**src/include/stgl_pkg.sv**
```systemverilog
package stgl_pkg;

  // ----------------------------------------------------------------
  // level units: signed, 1/64 dB steps
  // ----------------------------------------------------------------
  localparam int DB_W = 16;
  localparam int DB_FRAC = 6;
  localparam logic signed [DB_W-1:0] DB_ONE = 16'sh0040;
  localparam logic signed [DB_W-1:0] DB_ZERO = 16'sh0000;
  localparam logic signed [DB_W-1:0] DB_FLOOR = -16'sh2000;
  typedef logic signed [DB_W-1:0] stgl_db_t;

  // ----------------------------------------------------------------
  // register map, byte addresses
  // ----------------------------------------------------------------
  localparam logic [7:0] OFS_CTRL = 8'h00;
  localparam logic [7:0] OFS_MPO = 8'h04;
  localparam logic [7:0] OFS_STATUS = 8'h08;
  localparam logic [7:0] OFS_TPO = 8'h0C;

  // control word fields
  localparam int CTRL_LIM_BIT = 0;
  localparam int CTRL_KNEE_LSB = 4;
  localparam int CTRL_THR_LSB = 8;
  localparam int CTRL_AMAX_LSB = 12;
  localparam int CTRL_HR_LSB = 16;
  localparam int SEL_W = 4;
  localparam int HR_W = 5;
  localparam int STAT_ATT_LSB = 16;

  // reset values: distortion limiter, compressor off, 0% headroom, -15 dB cap
  localparam logic [SEL_W-1:0] KNEE_RST = 4'h0;
  localparam logic [SEL_W-1:0] THR_RST = 4'h0;
  localparam logic [SEL_W-1:0] AMAX_RST = 4'hF;
  localparam logic [HR_W-1:0] HR_RST = 5'h08;
  localparam logic [HR_W-1:0] HR_MAX = 5'h10;
  localparam logic [SEL_W-1:0] AMAX_MIN = 4'h1;

  // ----------------------------------------------------------------
  // arithmetic constants
  // ----------------------------------------------------------------
  // target = supply * (HR_BASE - code) / HR_DEN, code 8 is 0 %, 2.5 % a step
  localparam logic [5:0] HR_BASE = 6'h30;
  localparam logic [5:0] HR_DEN = 6'h28;
  localparam int LOG_W = 24;
  // 20*log10(2) in 1/256 dB units per octave
  localparam logic signed [11:0] DB_PER_OCT_Q8 = 12'sh605;
  localparam int OCT_SHIFT = 8;
  localparam int RECIP_SHIFT = 12;
  localparam logic [12:0] RECIP_ONE = 13'h1000;

  localparam logic [1:0] RESP_OKAY = 2'h0;
  localparam logic [1:0] RESP_SLVERR = 2'h2;

  // reciprocal of a 1..15 dB knee, scaled by 2^RECIP_SHIFT
  function automatic logic [12:0] stgl_recip(input logic [SEL_W-1:0] k);
    logic [12:0] r;
    r = (k == '0) ? RECIP_ONE : 13'((RECIP_ONE + 13'(k >> 1)) / 13'(k));
    return r;
  endfunction

endpackage

```
**src/rtl/stgl_gain_limiter.sv**
```systemverilog
// The register offsets and the AXI4-Lite interface to the registers were decided locally.
`timescale 1ns/1ps
// What this block does
// - fixed limiter voltage is max peak output times ten to threshold over 20.
// - fixed limiter passes below threshold; above, attenuation is threshold minus input.
// - fixed limiter caps output at its voltage; curve same for all high supplies.
// - fixed limiter threshold and knee stay referred to input full scale.
// - compressor knee field spans 0 to -15 dBFS; 0 dBFS disables compressor.
// - compressor voltage threshold is max peak output times ten to knee over 20.
// - compressor attenuation is target minus input times target over knee, above knee.
// - falling supply raises compression ratio; knee stays fixed to full scale.
// - combined mode needs knee below 0, fixed mode, threshold below 0.
// - combined mode applies no limiting when limiter voltage exceeds target peak and the knee is at or below the threshold.
// - begin pulse when attenuation first applied after being inactive.
// - end pulse when all attenuation released and block goes inactive.
// - no pulse while only adjusting the attenuation level.
// - maximum attenuation field spans -1 to -15 dB in 1 dB steps.
// - applied attenuation clamps at the selected maximum; beyond, signal passes.
// - distortion limiter threshold tracks target peak output continuously.
// - target is supply scaled by headroom; ratio above 0 dB is taken as 0 dB.
// - headroom field spans +20% to -20% in 2.5% steps.
// - fixed limiter threshold field spans 0 to -15 dBFS.
module stgl_gain_limiter
  import stgl_pkg::*;
#(
  parameter int SUP_W = 12,
  parameter int AW = 8,
  parameter logic [15:0] MPO_RST = 16'h0800,
  parameter logic [SUP_W-1:0] SUP_RST = '1
) (
  input wire logic mclk,
  input wire logic resetn,
  input wire logic [AW-1:0] s_axi_awaddr,
  input wire logic s_axi_awvalid,
  output logic s_axi_awready,
  input wire logic [31:0] s_axi_wdata,
  input wire logic [3:0] s_axi_wstrb,
  input wire logic s_axi_wvalid,
  output logic s_axi_wready,
  output logic [1:0] s_axi_bresp,
  output logic s_axi_bvalid,
  input wire logic s_axi_bready,
  input wire logic [AW-1:0] s_axi_araddr,
  input wire logic s_axi_arvalid,
  output logic s_axi_arready,
  output logic [31:0] s_axi_rdata,
  output logic [1:0] s_axi_rresp,
  output logic s_axi_rvalid,
  input wire logic s_axi_rready,
  input wire logic signed [DB_W-1:0] level_in,
  input wire logic level_valid,
  input wire logic [SUP_W-1:0] supply_code,
  input wire logic supply_valid,
  output logic signed [DB_W-1:0] atten_out,
  output logic atten_valid,
  output logic attenuation_begin_irq,
  output logic attenuation_end_irq
);

  // ----------------------------------------------------------------
  // helpers
  // ----------------------------------------------------------------
  // log2 in 1/64 octave, piecewise linear between powers of two
  function automatic logic [10:0] log2_q6(input logic [LOG_W-1:0] x);
    logic [4:0] p;
    logic [LOG_W-1:0] n;
    p = '0;
    for (int i = 0; i < LOG_W; i++) begin
      if (x[i]) begin
        p = 5'(i);
      end
    end
    n = x << (5'(LOG_W - 1) - p);
    return {p, n[LOG_W-2 -: DB_FRAC]};
  endfunction

  // byte-lane merge, the same for every writable word
  function automatic logic [31:0] merge_be(input logic [31:0] old_v, input logic [31:0] new_v,
                                          input logic [3:0] be);
    logic [31:0] r;
    r = old_v;
    for (int b = 0; b < 4; b++) begin
      if (be[b]) begin
        r[8*b +: 8] = new_v[8*b +: 8];
      end
    end
    return r;
  endfunction

  // ----------------------------------------------------------------
  // register state
  // ----------------------------------------------------------------
  logic [31:0] ctrl_r;
  logic [15:0] mpo_r;
  logic [SUP_W-1:0] supply_r;
  stgl_db_t target_peak_attenuation_r;
  stgl_db_t atten_r;
  logic active_r;
  logic [AW-1:0] awaddr_r;
  logic [31:0] wdata_r;
  logic [3:0] wstrb_r;
  logic aw_got_r;
  logic w_got_r;

  wire logic limiter_type_select = ctrl_r[CTRL_LIM_BIT];
  wire logic [SEL_W-1:0] compressor_knee_select = ctrl_r[CTRL_KNEE_LSB +: SEL_W];
  wire logic [SEL_W-1:0] fixed_limit_threshold = ctrl_r[CTRL_THR_LSB +: SEL_W];
  wire logic [SEL_W-1:0] max_attenuation_select = ctrl_r[CTRL_AMAX_LSB +: SEL_W];
  wire logic [HR_W-1:0] supply_headroom_select = ctrl_r[CTRL_HR_LSB +: HR_W];

  // ----------------------------------------------------------------
  // target peak attenuation
  // ----------------------------------------------------------------
  // headroom steps
  wire logic [HR_W-1:0] hr_code = (supply_headroom_select > HR_MAX) ? HR_MAX : supply_headroom_select;
  wire logic [LOG_W-1:0] tpo_num = LOG_W'(supply_r) * LOG_W'(HR_BASE - 6'(hr_code));
  wire logic [LOG_W-1:0] mpo_den = LOG_W'(mpo_r) * LOG_W'(HR_DEN);
  wire logic signed [12:0] oct_diff = $signed({2'b00, log2_q6(tpo_num)}) - $signed({2'b00, log2_q6(mpo_den)});
  wire logic signed [24:0] db_q8 = 25'(oct_diff) * 25'(DB_PER_OCT_Q8);
  wire logic signed [24:0] db_q = db_q8 >>> OCT_SHIFT;
  // never positive gain; a dead supply gives the deepest target
  wire stgl_db_t target_peak_attenuation_nxt = (tpo_num == '0 || db_q < 25'(DB_FLOOR)) ? DB_FLOOR :
                             (db_q > 25'(DB_ZERO)) ? DB_ZERO : DB_W'(db_q);

  // ----------------------------------------------------------------
  // per-function attenuation, all in 1/64 dB, zero or negative
  // ----------------------------------------------------------------
  // knee and threshold in dBFS, referred to input full scale
  wire stgl_db_t knee_db = -(DB_W'(compressor_knee_select) * DB_ONE);
  wire stgl_db_t thr_db = -(DB_W'(fixed_limit_threshold) * DB_ONE);
  // code 0 is read as the shallowest cap
  wire logic [SEL_W-1:0] amax_code = (max_attenuation_select == '0) ? AMAX_MIN : max_attenuation_select;
  wire stgl_db_t amax_db = -(DB_W'(amax_code) * DB_ONE);
  wire logic drc_on = compressor_knee_select != '0;
  // combined mode is the compressor plus the fixed limiter below 0 dBFS
  wire logic comb_mode = drc_on && limiter_type_select && fixed_limit_threshold != '0;

  // distortion limiter threshold is the target itself
  wire stgl_db_t sdl_att = (level_in > target_peak_attenuation_r) ? target_peak_attenuation_r - level_in : DB_ZERO;
  // fixed limiter; its voltage limit is the threshold in dB
  wire stgl_db_t sll_att = (level_in > thr_db) ? thr_db - level_in : DB_ZERO;
  wire stgl_db_t lim_att = limiter_type_select ? sll_att : sdl_att;

  // compressor slope; the knee divide is a reciprocal multiply
  wire logic signed [47:0] drc_prod = 48'(level_in) * 48'(target_peak_attenuation_r) * 48'(stgl_recip(compressor_knee_select));
  wire logic signed [47:0] drc_step = drc_prod >>> (RECIP_SHIFT + DB_FRAC);
  wire stgl_db_t drc_att = (drc_on && level_in > knee_db) ? target_peak_attenuation_r + DB_W'(drc_step) : DB_ZERO;

  // deepest attenuation wins; compress-then-limit reduces to the same min
  wire stgl_db_t pick_att = (drc_att < lim_att) ? drc_att : lim_att;
  // clamp, signal rises past this point
  wire stgl_db_t atten_nxt = (pick_att < amax_db) ? amax_db : pick_att;
  wire logic active_nxt = atten_nxt != DB_ZERO;

  // ----------------------------------------------------------------
  // datapath registers
  // ----------------------------------------------------------------
  // supply sampled on its strobe, target recomputed every cycle so the limits track the supply
  always_ff @(posedge mclk or negedge resetn) begin
    if (!resetn) begin
      supply_r <= SUP_RST;
      target_peak_attenuation_r <= DB_ZERO;
    end else begin
      if (supply_valid) begin
        supply_r <= supply_code;
      end
      target_peak_attenuation_r <= target_peak_attenuation_nxt;
    end
  end

  // one attenuation result per level sample; begin/end fire only on edges of activity
  always_ff @(posedge mclk or negedge resetn) begin
    if (!resetn) begin
      atten_r <= DB_ZERO;
      atten_valid <= 1'b0;
      active_r <= 1'b0;
      attenuation_begin_irq <= 1'b0;
      attenuation_end_irq <= 1'b0;
    end else begin
      atten_valid <= level_valid;
      attenuation_begin_irq <= level_valid && active_nxt && !active_r;
      attenuation_end_irq <= level_valid && !active_nxt && active_r;
      if (level_valid) begin
        atten_r <= atten_nxt;
        active_r <= active_nxt;
      end
    end
  end
  assign atten_out = atten_r;

  // ----------------------------------------------------------------
  // axi4-lite write side
  // ----------------------------------------------------------------
  wire logic wr_fire = aw_got_r && w_got_r && !s_axi_bvalid;
  wire logic wr_ctrl = awaddr_r == OFS_CTRL;
  wire logic wr_mpo = awaddr_r == OFS_MPO;
  wire logic wr_known = wr_ctrl || wr_mpo || awaddr_r == OFS_STATUS || awaddr_r == OFS_TPO;

  // address and data are taken in either order; ready drops until the response is taken
  always_ff @(posedge mclk or negedge resetn) begin
    if (!resetn) begin
      s_axi_awready <= 1'b1;
      s_axi_wready <= 1'b1;
      aw_got_r <= 1'b0;
      w_got_r <= 1'b0;
      awaddr_r <= '0;
      wdata_r <= '0;
      wstrb_r <= '0;
      s_axi_bvalid <= 1'b0;
      s_axi_bresp <= RESP_OKAY;
    end else begin
      if (s_axi_awvalid && s_axi_awready) begin
        awaddr_r <= s_axi_awaddr;
        aw_got_r <= 1'b1;
        s_axi_awready <= 1'b0;
      end
      if (s_axi_wvalid && s_axi_wready) begin
        wdata_r <= s_axi_wdata;
        wstrb_r <= s_axi_wstrb;
        w_got_r <= 1'b1;
        s_axi_wready <= 1'b0;
      end
      if (wr_fire) begin
        aw_got_r <= 1'b0;
        w_got_r <= 1'b0;
        s_axi_bvalid <= 1'b1;
        s_axi_bresp <= wr_known ? RESP_OKAY : RESP_SLVERR;
      end
      if (s_axi_bvalid && s_axi_bready) begin
        s_axi_bvalid <= 1'b0;
        s_axi_awready <= 1'b1;
        s_axi_wready <= 1'b1;
      end
    end
  end

  // writable words; status and target words ignore writes
  always_ff @(posedge mclk or negedge resetn) begin
    if (!resetn) begin
      ctrl_r <= {11'h000, HR_RST, AMAX_RST, THR_RST, KNEE_RST, 4'h0};
      mpo_r <= MPO_RST;
    end else if (wr_fire && wr_ctrl) begin
      ctrl_r <= merge_be(ctrl_r, wdata_r, wstrb_r) & {11'h000, {HR_W{1'b1}}, 16'hFFF1};
    end else if (wr_fire && wr_mpo) begin
      mpo_r <= 16'(merge_be({16'h0000, mpo_r}, wdata_r, wstrb_r));
    end
  end

  // ----------------------------------------------------------------
  // axi4-lite read side
  // ----------------------------------------------------------------
  // read mux decoded straight off the bus address; the answer register holds the word
  wire logic rd_known = s_axi_araddr == OFS_CTRL || s_axi_araddr == OFS_MPO ||
                        s_axi_araddr == OFS_STATUS || s_axi_araddr == OFS_TPO;
  wire logic [31:0] rd_word = (s_axi_araddr == OFS_CTRL) ? ctrl_r :
                              (s_axi_araddr == OFS_MPO) ? {16'h0000, mpo_r} :
                              (s_axi_araddr == OFS_STATUS) ? {atten_r, 15'h0000, active_r} :
                              (s_axi_araddr == OFS_TPO) ? {16'h0000, target_peak_attenuation_r} : 32'h0000_0000;

  // data answer one cycle after the address is taken
  always_ff @(posedge mclk or negedge resetn) begin
    if (!resetn) begin
      s_axi_arready <= 1'b1;
      s_axi_rvalid <= 1'b0;
      s_axi_rdata <= '0;
      s_axi_rresp <= RESP_OKAY;
    end else if (s_axi_arvalid && s_axi_arready) begin
      s_axi_arready <= 1'b0;
      s_axi_rvalid <= 1'b1;
      s_axi_rdata <= rd_word;
      s_axi_rresp <= rd_known ? RESP_OKAY : RESP_SLVERR;
    end else if (s_axi_rvalid && s_axi_rready) begin
      s_axi_rvalid <= 1'b0;
      s_axi_arready <= 1'b1;
    end
  end
endmodule

```
**config.mk**
```make
export PLATFORM = sky130hd
export DESIGN_NAME = stgl_gain_limiter
export DESIGN_NICKNAME = d
export VERILOG_FILES = /design/src/include/stgl_pkg.sv /design/src/rtl/stgl_gain_limiter.sv
export SDC_FILE = /design/constraint.sdc
export NUM_CORES = 2
export LEC_CHECK = 0
export ABC_AREA = 1
export BUFFER_PORTS_ARGS = -buffer_cell sky130_fd_sc_hd__buf_2
export CORE_UTILIZATION = 34
export DETAILED_ROUTE_END_ITERATION = 7
export PLACE_DENSITY_LB_ADDON = 0.25
export SKIP_CTS_REPAIR_TIMING = 1
export SLEW_MARGIN = 10
export SYNTH_ARGS = -nofsm -noshare
export SYNTH_HDL_FRONTEND = slang
export SYNTH_SLANG_ARGS = --single-unit
```
**constraint.sdc**
```tcl
create_clock -name mclk -period 32.5 [get_ports mclk]
set_clock_uncertainty 0.05 [all_clocks]
set_input_delay 9.75 -clock mclk [delete_from_list [all_inputs] [get_ports mclk]]
set_output_delay 9.75 -clock mclk [all_outputs]
set_load 0.1 [all_outputs]
```
# Word-level counts from Yosys, hierarchy flattened
# Index checks and enable logic that the tools add are counted.
[word_totals] reg_bits=157 elab_cells=174 in_bits=89 out_inout_bits=60
[op_classes] bitwise_logic=1 order_cmp=8 muxes=73 reduce_logical=42 add_sub_neg=11 multipliers=5 eq_ne=6 n_div=1 n_shift=2
[ops] operator="$mux 5" n=41
[ops] operator="$mux 16" n=9
[ops] operator="$mux 32" n=3
[ops] operator="$gt 16x16->1" n=3
[ops] operator="$neg 10->16" n=3
[ops] operator="$mul 32x14->34" n=1
[ops] operator="$eq 8x4->1 const B" n=4
[ops] operator="$lt 16x16->1" n=2
[ops] operator="$mul 16x16->32" n=1
[ops] operator="$sub 16x16->16" n=2
[ops] operator="$logic_not 24->1" n=1
[ops] operator="$mul 12x12->24 const B" n=1
[ops] operator="$shl 24x5->23" n=1
[ops] operator="$shl 22x5->23" n=1
[ops] operator="$mul 13x7->20" n=1
[ops] operator="$mul 16x3->19 const B" n=1
[ops] operator="$add 16x16->16" n=1
[ops] operator="$eq 8x3->1 const B" n=2
[ops] operator="$gt 16x1->1 const B" n=1
[ops] operator="$logic_not 8->1" n=2
[ops] operator="$lt 16x14->1 const B" n=1
[ops] operator="$reduce_bool 16->1" n=1
[ops] operator="$mux 1" n=15
[ops] operator="$logic_and 1x1->1" n=14
[ops] operator="17 further kinds" n=37

# Logic depth before layout (Yosys ltp)
[logic_depth] depth_word=34 mapped_depth=201 mapped_depth_nobuf=197

# Worst setup path after synthesis
# Ideal clock, no wire load.
[synth_path] path_kind="in2reg" startpoint="input level_in[5]" endpoint="register active_r" slack_ns=6.364 setup_time_ns=0.118 arrival_time_ns=25.968 path_stages=95 n_path_buf=4 required_ns=32.332 path_cell_list="clkbuf_1 > clkbuf_1 > nand2_1 > fa_1 > inv_1 > fa_1 > inv_1 > fa_1 > fa_1 > inv_1 > fa_1 > fa_1 > ha_1 > a21oi_1 > inv_1 > a21oi_1 > inv_1 > a21oi_1 > (+59 left out) > nor2_1 > o21a_1 > o21a_1 > o21a_1 > o21a_1 > o21ai_0 > nand3_1 > o21ai_0 > inv_1 > clkbuf_1 > nand2_1 > o21ai_0 > nor3_1 > nand3_1 > nor4_1 > nand4_1 > nand2_1 > nand2_1"
[synth_via] elab_chain_cells=9 elab_cells_between_ends=18 classes_between="add/sub: 3; mul: 2; order compare: 5; mux: 6; reduce/logical: 2"
[synth_rtl] item="start: declaration" line="stgl_gain_limiter.sv:50" source="input wire logic signed [DB_W-1:0] level_in,"
[synth_rtl] item="$mul 16x16->32" line="stgl_gain_limiter.sv:145" source="wire logic signed [47:0] drc_prod = 48'(level_in) * 48'(target_peak_attenuation_r) * 48'(stgl_recip(compressor ..."
[synth_rtl] item="$mul 32x14->34" line="stgl_gain_limiter.sv:145"
[synth_rtl] item="$add 16x16->16" line="stgl_gain_limiter.sv:147" source="wire stgl_db_t drc_att = (drc_on && level_in > knee_db) ? target_peak_attenuation_r + DB_W'(drc_step) : DB_ZER ..."
[synth_rtl] item="$mux 16" line="stgl_gain_limiter.sv:147"
[synth_rtl] item="$lt 16x16->1" line="stgl_gain_limiter.sv:150" source="wire stgl_db_t pick_att = (drc_att < lim_att) ? drc_att : lim_att;"
[synth_rtl] item="$mux 16 *" line="stgl_gain_limiter.sv:150"
[synth_rtl] item="$lt 16x16->1" line="stgl_gain_limiter.sv:152" source="wire stgl_db_t atten_nxt = (pick_att < amax_db) ? amax_db : pick_att;"
[synth_rtl] item="$mux 16 *" line="stgl_gain_limiter.sv:152"
[synth_rtl] item="$reduce_bool 16->1 *" line="stgl_gain_limiter.sv:153" source="wire logic active_nxt = atten_nxt != DB_ZERO;"
[synth_rtl] item="end signal: assignment" line="stgl_gain_limiter.sv:185" source="active_r <= active_nxt;"
[synth_rtl] item="end: declaration" line="stgl_gain_limiter.sv:98" source="logic active_r;"
# Mark *: on every way between the ends. The rest lies on a longest branch, timed or not.
# A chain may end at the register's enable or synchronous reset.

# Final worst setup path
[layout_path] startpoint="register ctrl_r[6]" endpoint="register attenuation_begin_irq"
[layout_via] elab_chain_cells=13 elab_cells_between_ends=18 classes_between="add/sub: 3; mul: 1; div: 1; order compare: 3; mux: 4; reduce/logical: 6"
[layout_rtl] item="start: declaration" line="stgl_gain_limiter.sv:93" source="logic [31:0] ctrl_r;"
[layout_rtl] item="start signal: assignment" line="stgl_gain_limiter.sv:240" source="ctrl_r <= {11'h000, HR_RST, AMAX_RST, THR_RST, KNEE_RST, 4'h0};"
[layout_rtl] item="start signal: assignment" line="stgl_gain_limiter.sv:243" source="ctrl_r <= merge_be(ctrl_r, wdata_r, wstrb_r) & {11'h000, {HR_W{1'b1}}, 16'hFFF1};"
[layout_rtl] item="$add 13x3->13" line="stgl_pkg.sv:58" source="r = (k == '0) ? RECIP_ONE : 13'((RECIP_ONE + 13'(k >> 1)) / 13'(k));"
[layout_rtl] item="$div 13x4->13" line="stgl_pkg.sv:58"
[layout_rtl] item="$mux 13" line="stgl_pkg.sv:58"
[layout_rtl] item="$mul 32x14->34" line="stgl_gain_limiter.sv:145"
[layout_rtl] item="$add 16x16->16" line="stgl_gain_limiter.sv:147"
[layout_rtl] item="$mux 16 *" line="stgl_gain_limiter.sv:147"
[layout_rtl] item="$lt 16x16->1" line="stgl_gain_limiter.sv:150"
[layout_rtl] item="$mux 16 *" line="stgl_gain_limiter.sv:150"
[layout_rtl] item="$lt 16x16->1" line="stgl_gain_limiter.sv:152"
[layout_rtl] item="$mux 16 *" line="stgl_gain_limiter.sv:152"
[layout_rtl] item="$reduce_bool 16->1 *" line="stgl_gain_limiter.sv:153"
[layout_rtl] item="$logic_and 1x1->1 * (2 in series)" line="stgl_gain_limiter.sv:181" source="attenuation_begin_irq <= level_valid && active_nxt && !active_r;"
[layout_rtl] item="end signal: assignment" line="stgl_gain_limiter.sv:181"
[layout_rtl] item="end: declaration" line="stgl_gain_limiter.sv:56" source="output logic attenuation_begin_irq,"
# Marks and branches as above.

==> key figures <==
Hold path
  • WHS Path Cells: 2
  • Hold crit path type: flop to flop
  • Hold Path Sink: awaddr_r[5]
  • Worst hold start: awaddr_r[5]

Clock network
  • CTS Root Cell: clkbuf_16
  • CTS max path bufs: 2
  • Clock slew seen by the registers of the worst setup and hold paths: 70 ps
  • TritonCTS Buffers: 17
  • Clock sink count: 155
  • TritonCTS clock tree: done
  • Clock latency reported for the late side of the worst-skew pair: 460 ps
  • H-tree depth: 4

STA
  • Fin Hold WS: 426 ps
  • Slew @ Worst Pin: 1150 ps
  • Max Slew Vio Count: 0
  • Final hold vios: 0
  • Max Clock Freq: 34.5 MHz
  • Min cycle time layout: 29000 ps
  • Period utilisation layout: 89.2%
  • Final setup TNS: 0 ps
  • Slew headroom: 22.9%
  • Setup-failing EPs final: 0
  • RSZ-0062 raised after global routing: no

Placement
  • # port buffers: 134
  • RePlAce Congestion: 0.925
  • DP Wirelength: 92000 um

Floorplan
  • Core Footprint: 117000 sq um
  • Row cnt: 125
  • Boundary Pins: 149
  • Initial Util: 34.4%
  • Chip height: 345 um
  • Die area: 119000 sq um
  • Die extent in x: 345 um

Route
  • Drt pass-1 iters: 6
  • Vias per cell: 4.78
  • # DRC: 0
  • Post-DRT Antenna Nets: 0
  • DR vias: 33116
  • Avg WL per Cell: 15.9 um
  • Total Wirelength: 110000 um
  • Initial drt markers: 1877

Critical path
  • CP startpoint kind: flop
  • Slowest CP cell: fa_1
  • Critical path arrival: 29290 ps
  • CP max stage delay: 560 ps
  • CP max FO: 29
  • Req. time, crit path: 32790 ps
  • Setup CP Type: flop to flop
  • Reg2reg path depth: 181
  • CP Launch Point: ctrl_r[6]
  • R2R Setup Slk: 3500 ps
  • R2r endpoint: attenuation_begin_irq
  • Reg-to-reg startpoint: ctrl_r[6]
  • Crit-path most repeated cell: nand2_1
  • CP Capture Type: flop

GRT
  • Met3 Use GR: 2.50%
  • Vias in the first global route: 33861
  • Gr usage total: 19.1%
  • Met1 global-route usage: 26.7%
  • GRT met2 Usage: 31.7%
  • Global routing's busiest layer: met2
  • Pin count of the biggest net entering global routing: 87
  • First-pass GRT wire length: 182000 um
  • Initial antenna violation count: 4
  • Congestion Overflow GR: 0

Yosys
  • Dominant synthesized flop cell: dfrtp_1
  • Seq/Total Area, Yosys: 9.74%
  • Synth Register Bits: 155
  • Mapped Area: 40100 sq um
  • Number of flops mapped to enable cells by yosys: 0
  • Cell variety after synth: 67
  • Ys Warns: 0
  • Synthesized area per cell: 7.51 sq um
  • Post-synthesis async set-or-reset flop share: 100%
  • Post-Syn Instances: 5336

Flow run
  • Max cap viols: 0

Final layout
  • Share of cells above drive strength 1: 6.40%
  • Commonest non-fill, non-tap cell in the layout: inv_1
  • Fillers: 12322
  • P&R area growth vs syn: 7.51%
  • Most frequent cells in the layout: inv_1, nand2_1, fa_1
  • Final-stage net count: 6554

Status
  • Outcome: finished clean
==> synthesized netlist by cell type, types with 37 or more instances <==
cell / n / area share [%]
dfrtp_1: 134 / 8.4
clkbuf_1: 133 / 1.2
fa_1: 594 / 30
nor2_1: 404 / 3.8
nand2_1: 1139 / 11
nand4_1: 37 / 0.58
o21ai_0: 266 / 3.3
inv_1: 1277 / 12
nand3_1: 130 / 1.6
a21oi_1: 200 / 2.5
xnor2_1: 48 / 1.0
xor2_1: 109 / 2.4
ha_1: 474 / 15
==> per-stage QoR <==
step	setup WS (ps)	util, %	cell area (sq um)	cells
floorplan	6360	-	40100	5347
global placement	3510	36.5	42500	6902
detailed placement	3320	36.5	42500	6902
CTS	3210	37.0	43100	6934
global route	63.1	37.0	43100	6934
finish	3500	37.0	43100	6935
==> worst max-delay path: cells and delay by family, from the launching register on <==
kind	cells	cell delay (ps)
DFF	1	490
buffers and inverters	30	3020
xor gates and xnor gates	2	500
adders and majority gates	20	7150
and+or+nand+nor	95	11980
AOI/OAI and AO/OA	34	5660
==> flip-flops by register name, summed over array words and instances, names as in the netlist, 3 cells and up <==
register                   cells
mpo_r                         16
awaddr_r                       8
target_peak_attenuation_r     16
atten_out                     16
wdata_r                       21
supply_r                      12
wstrb_r                        3
ctrl_r                        18
s_axi_rdata                   32
==> worst max-delay path by stage <==
stage,to,cells after the start
floorplan,active_r,95
global placement,attenuation_begin_irq,181
detailed placement,attenuation_begin_irq,182
CTS,attenuation_begin_irq,181
global route,active_r,181
finish,attenuation_begin_irq,181
==> metal layers <==
metal	routed length, um	share of wire [%]
met1	52300	47
met2	51200	46
met3	5290	4.8
met4	1410	1.3
met5	13	0.012
==> layout make-up <==
type	instances	area [sq um]	share of cell area [%]
Multi-Input combinational cell	3734	30700	71.3
Antenna cell	1	2.50	0.00581
Timing Repair Buffer	183	1050	2.43
Clock inverter	13	154	0.357
Inverter	1306	4910	11.4
Clock buffer	19	443	1.03
Sequential cell	155	3910	9.06
Tap cell	1524	1910	4.42
==> logic make-up (layout without fill, tap and decap cells) <==
logic type | after synthesis | in the layout | share of synthesized area [%]
adder cells (fa/ha/maj) | 1068 | 1068 | 44.4
other | 1 | 13 | 0.00935
AO/OA/AOI/OAI | 629 | 629 | 8.87
buffers and inverters | 1458 | 1521 | 13.8
multiplexers | 6 | 6 | 0.150
flip-flops | 155 | 155 | 9.74
AND/OR/NAND/NOR | 1862 | 1862 | 19.6
XOR/XNOR | 157 | 157 | 3.43
Power is not shown: default switching activity piles up to over one toggle a cycle in this logic, so the estimate is an artifact.
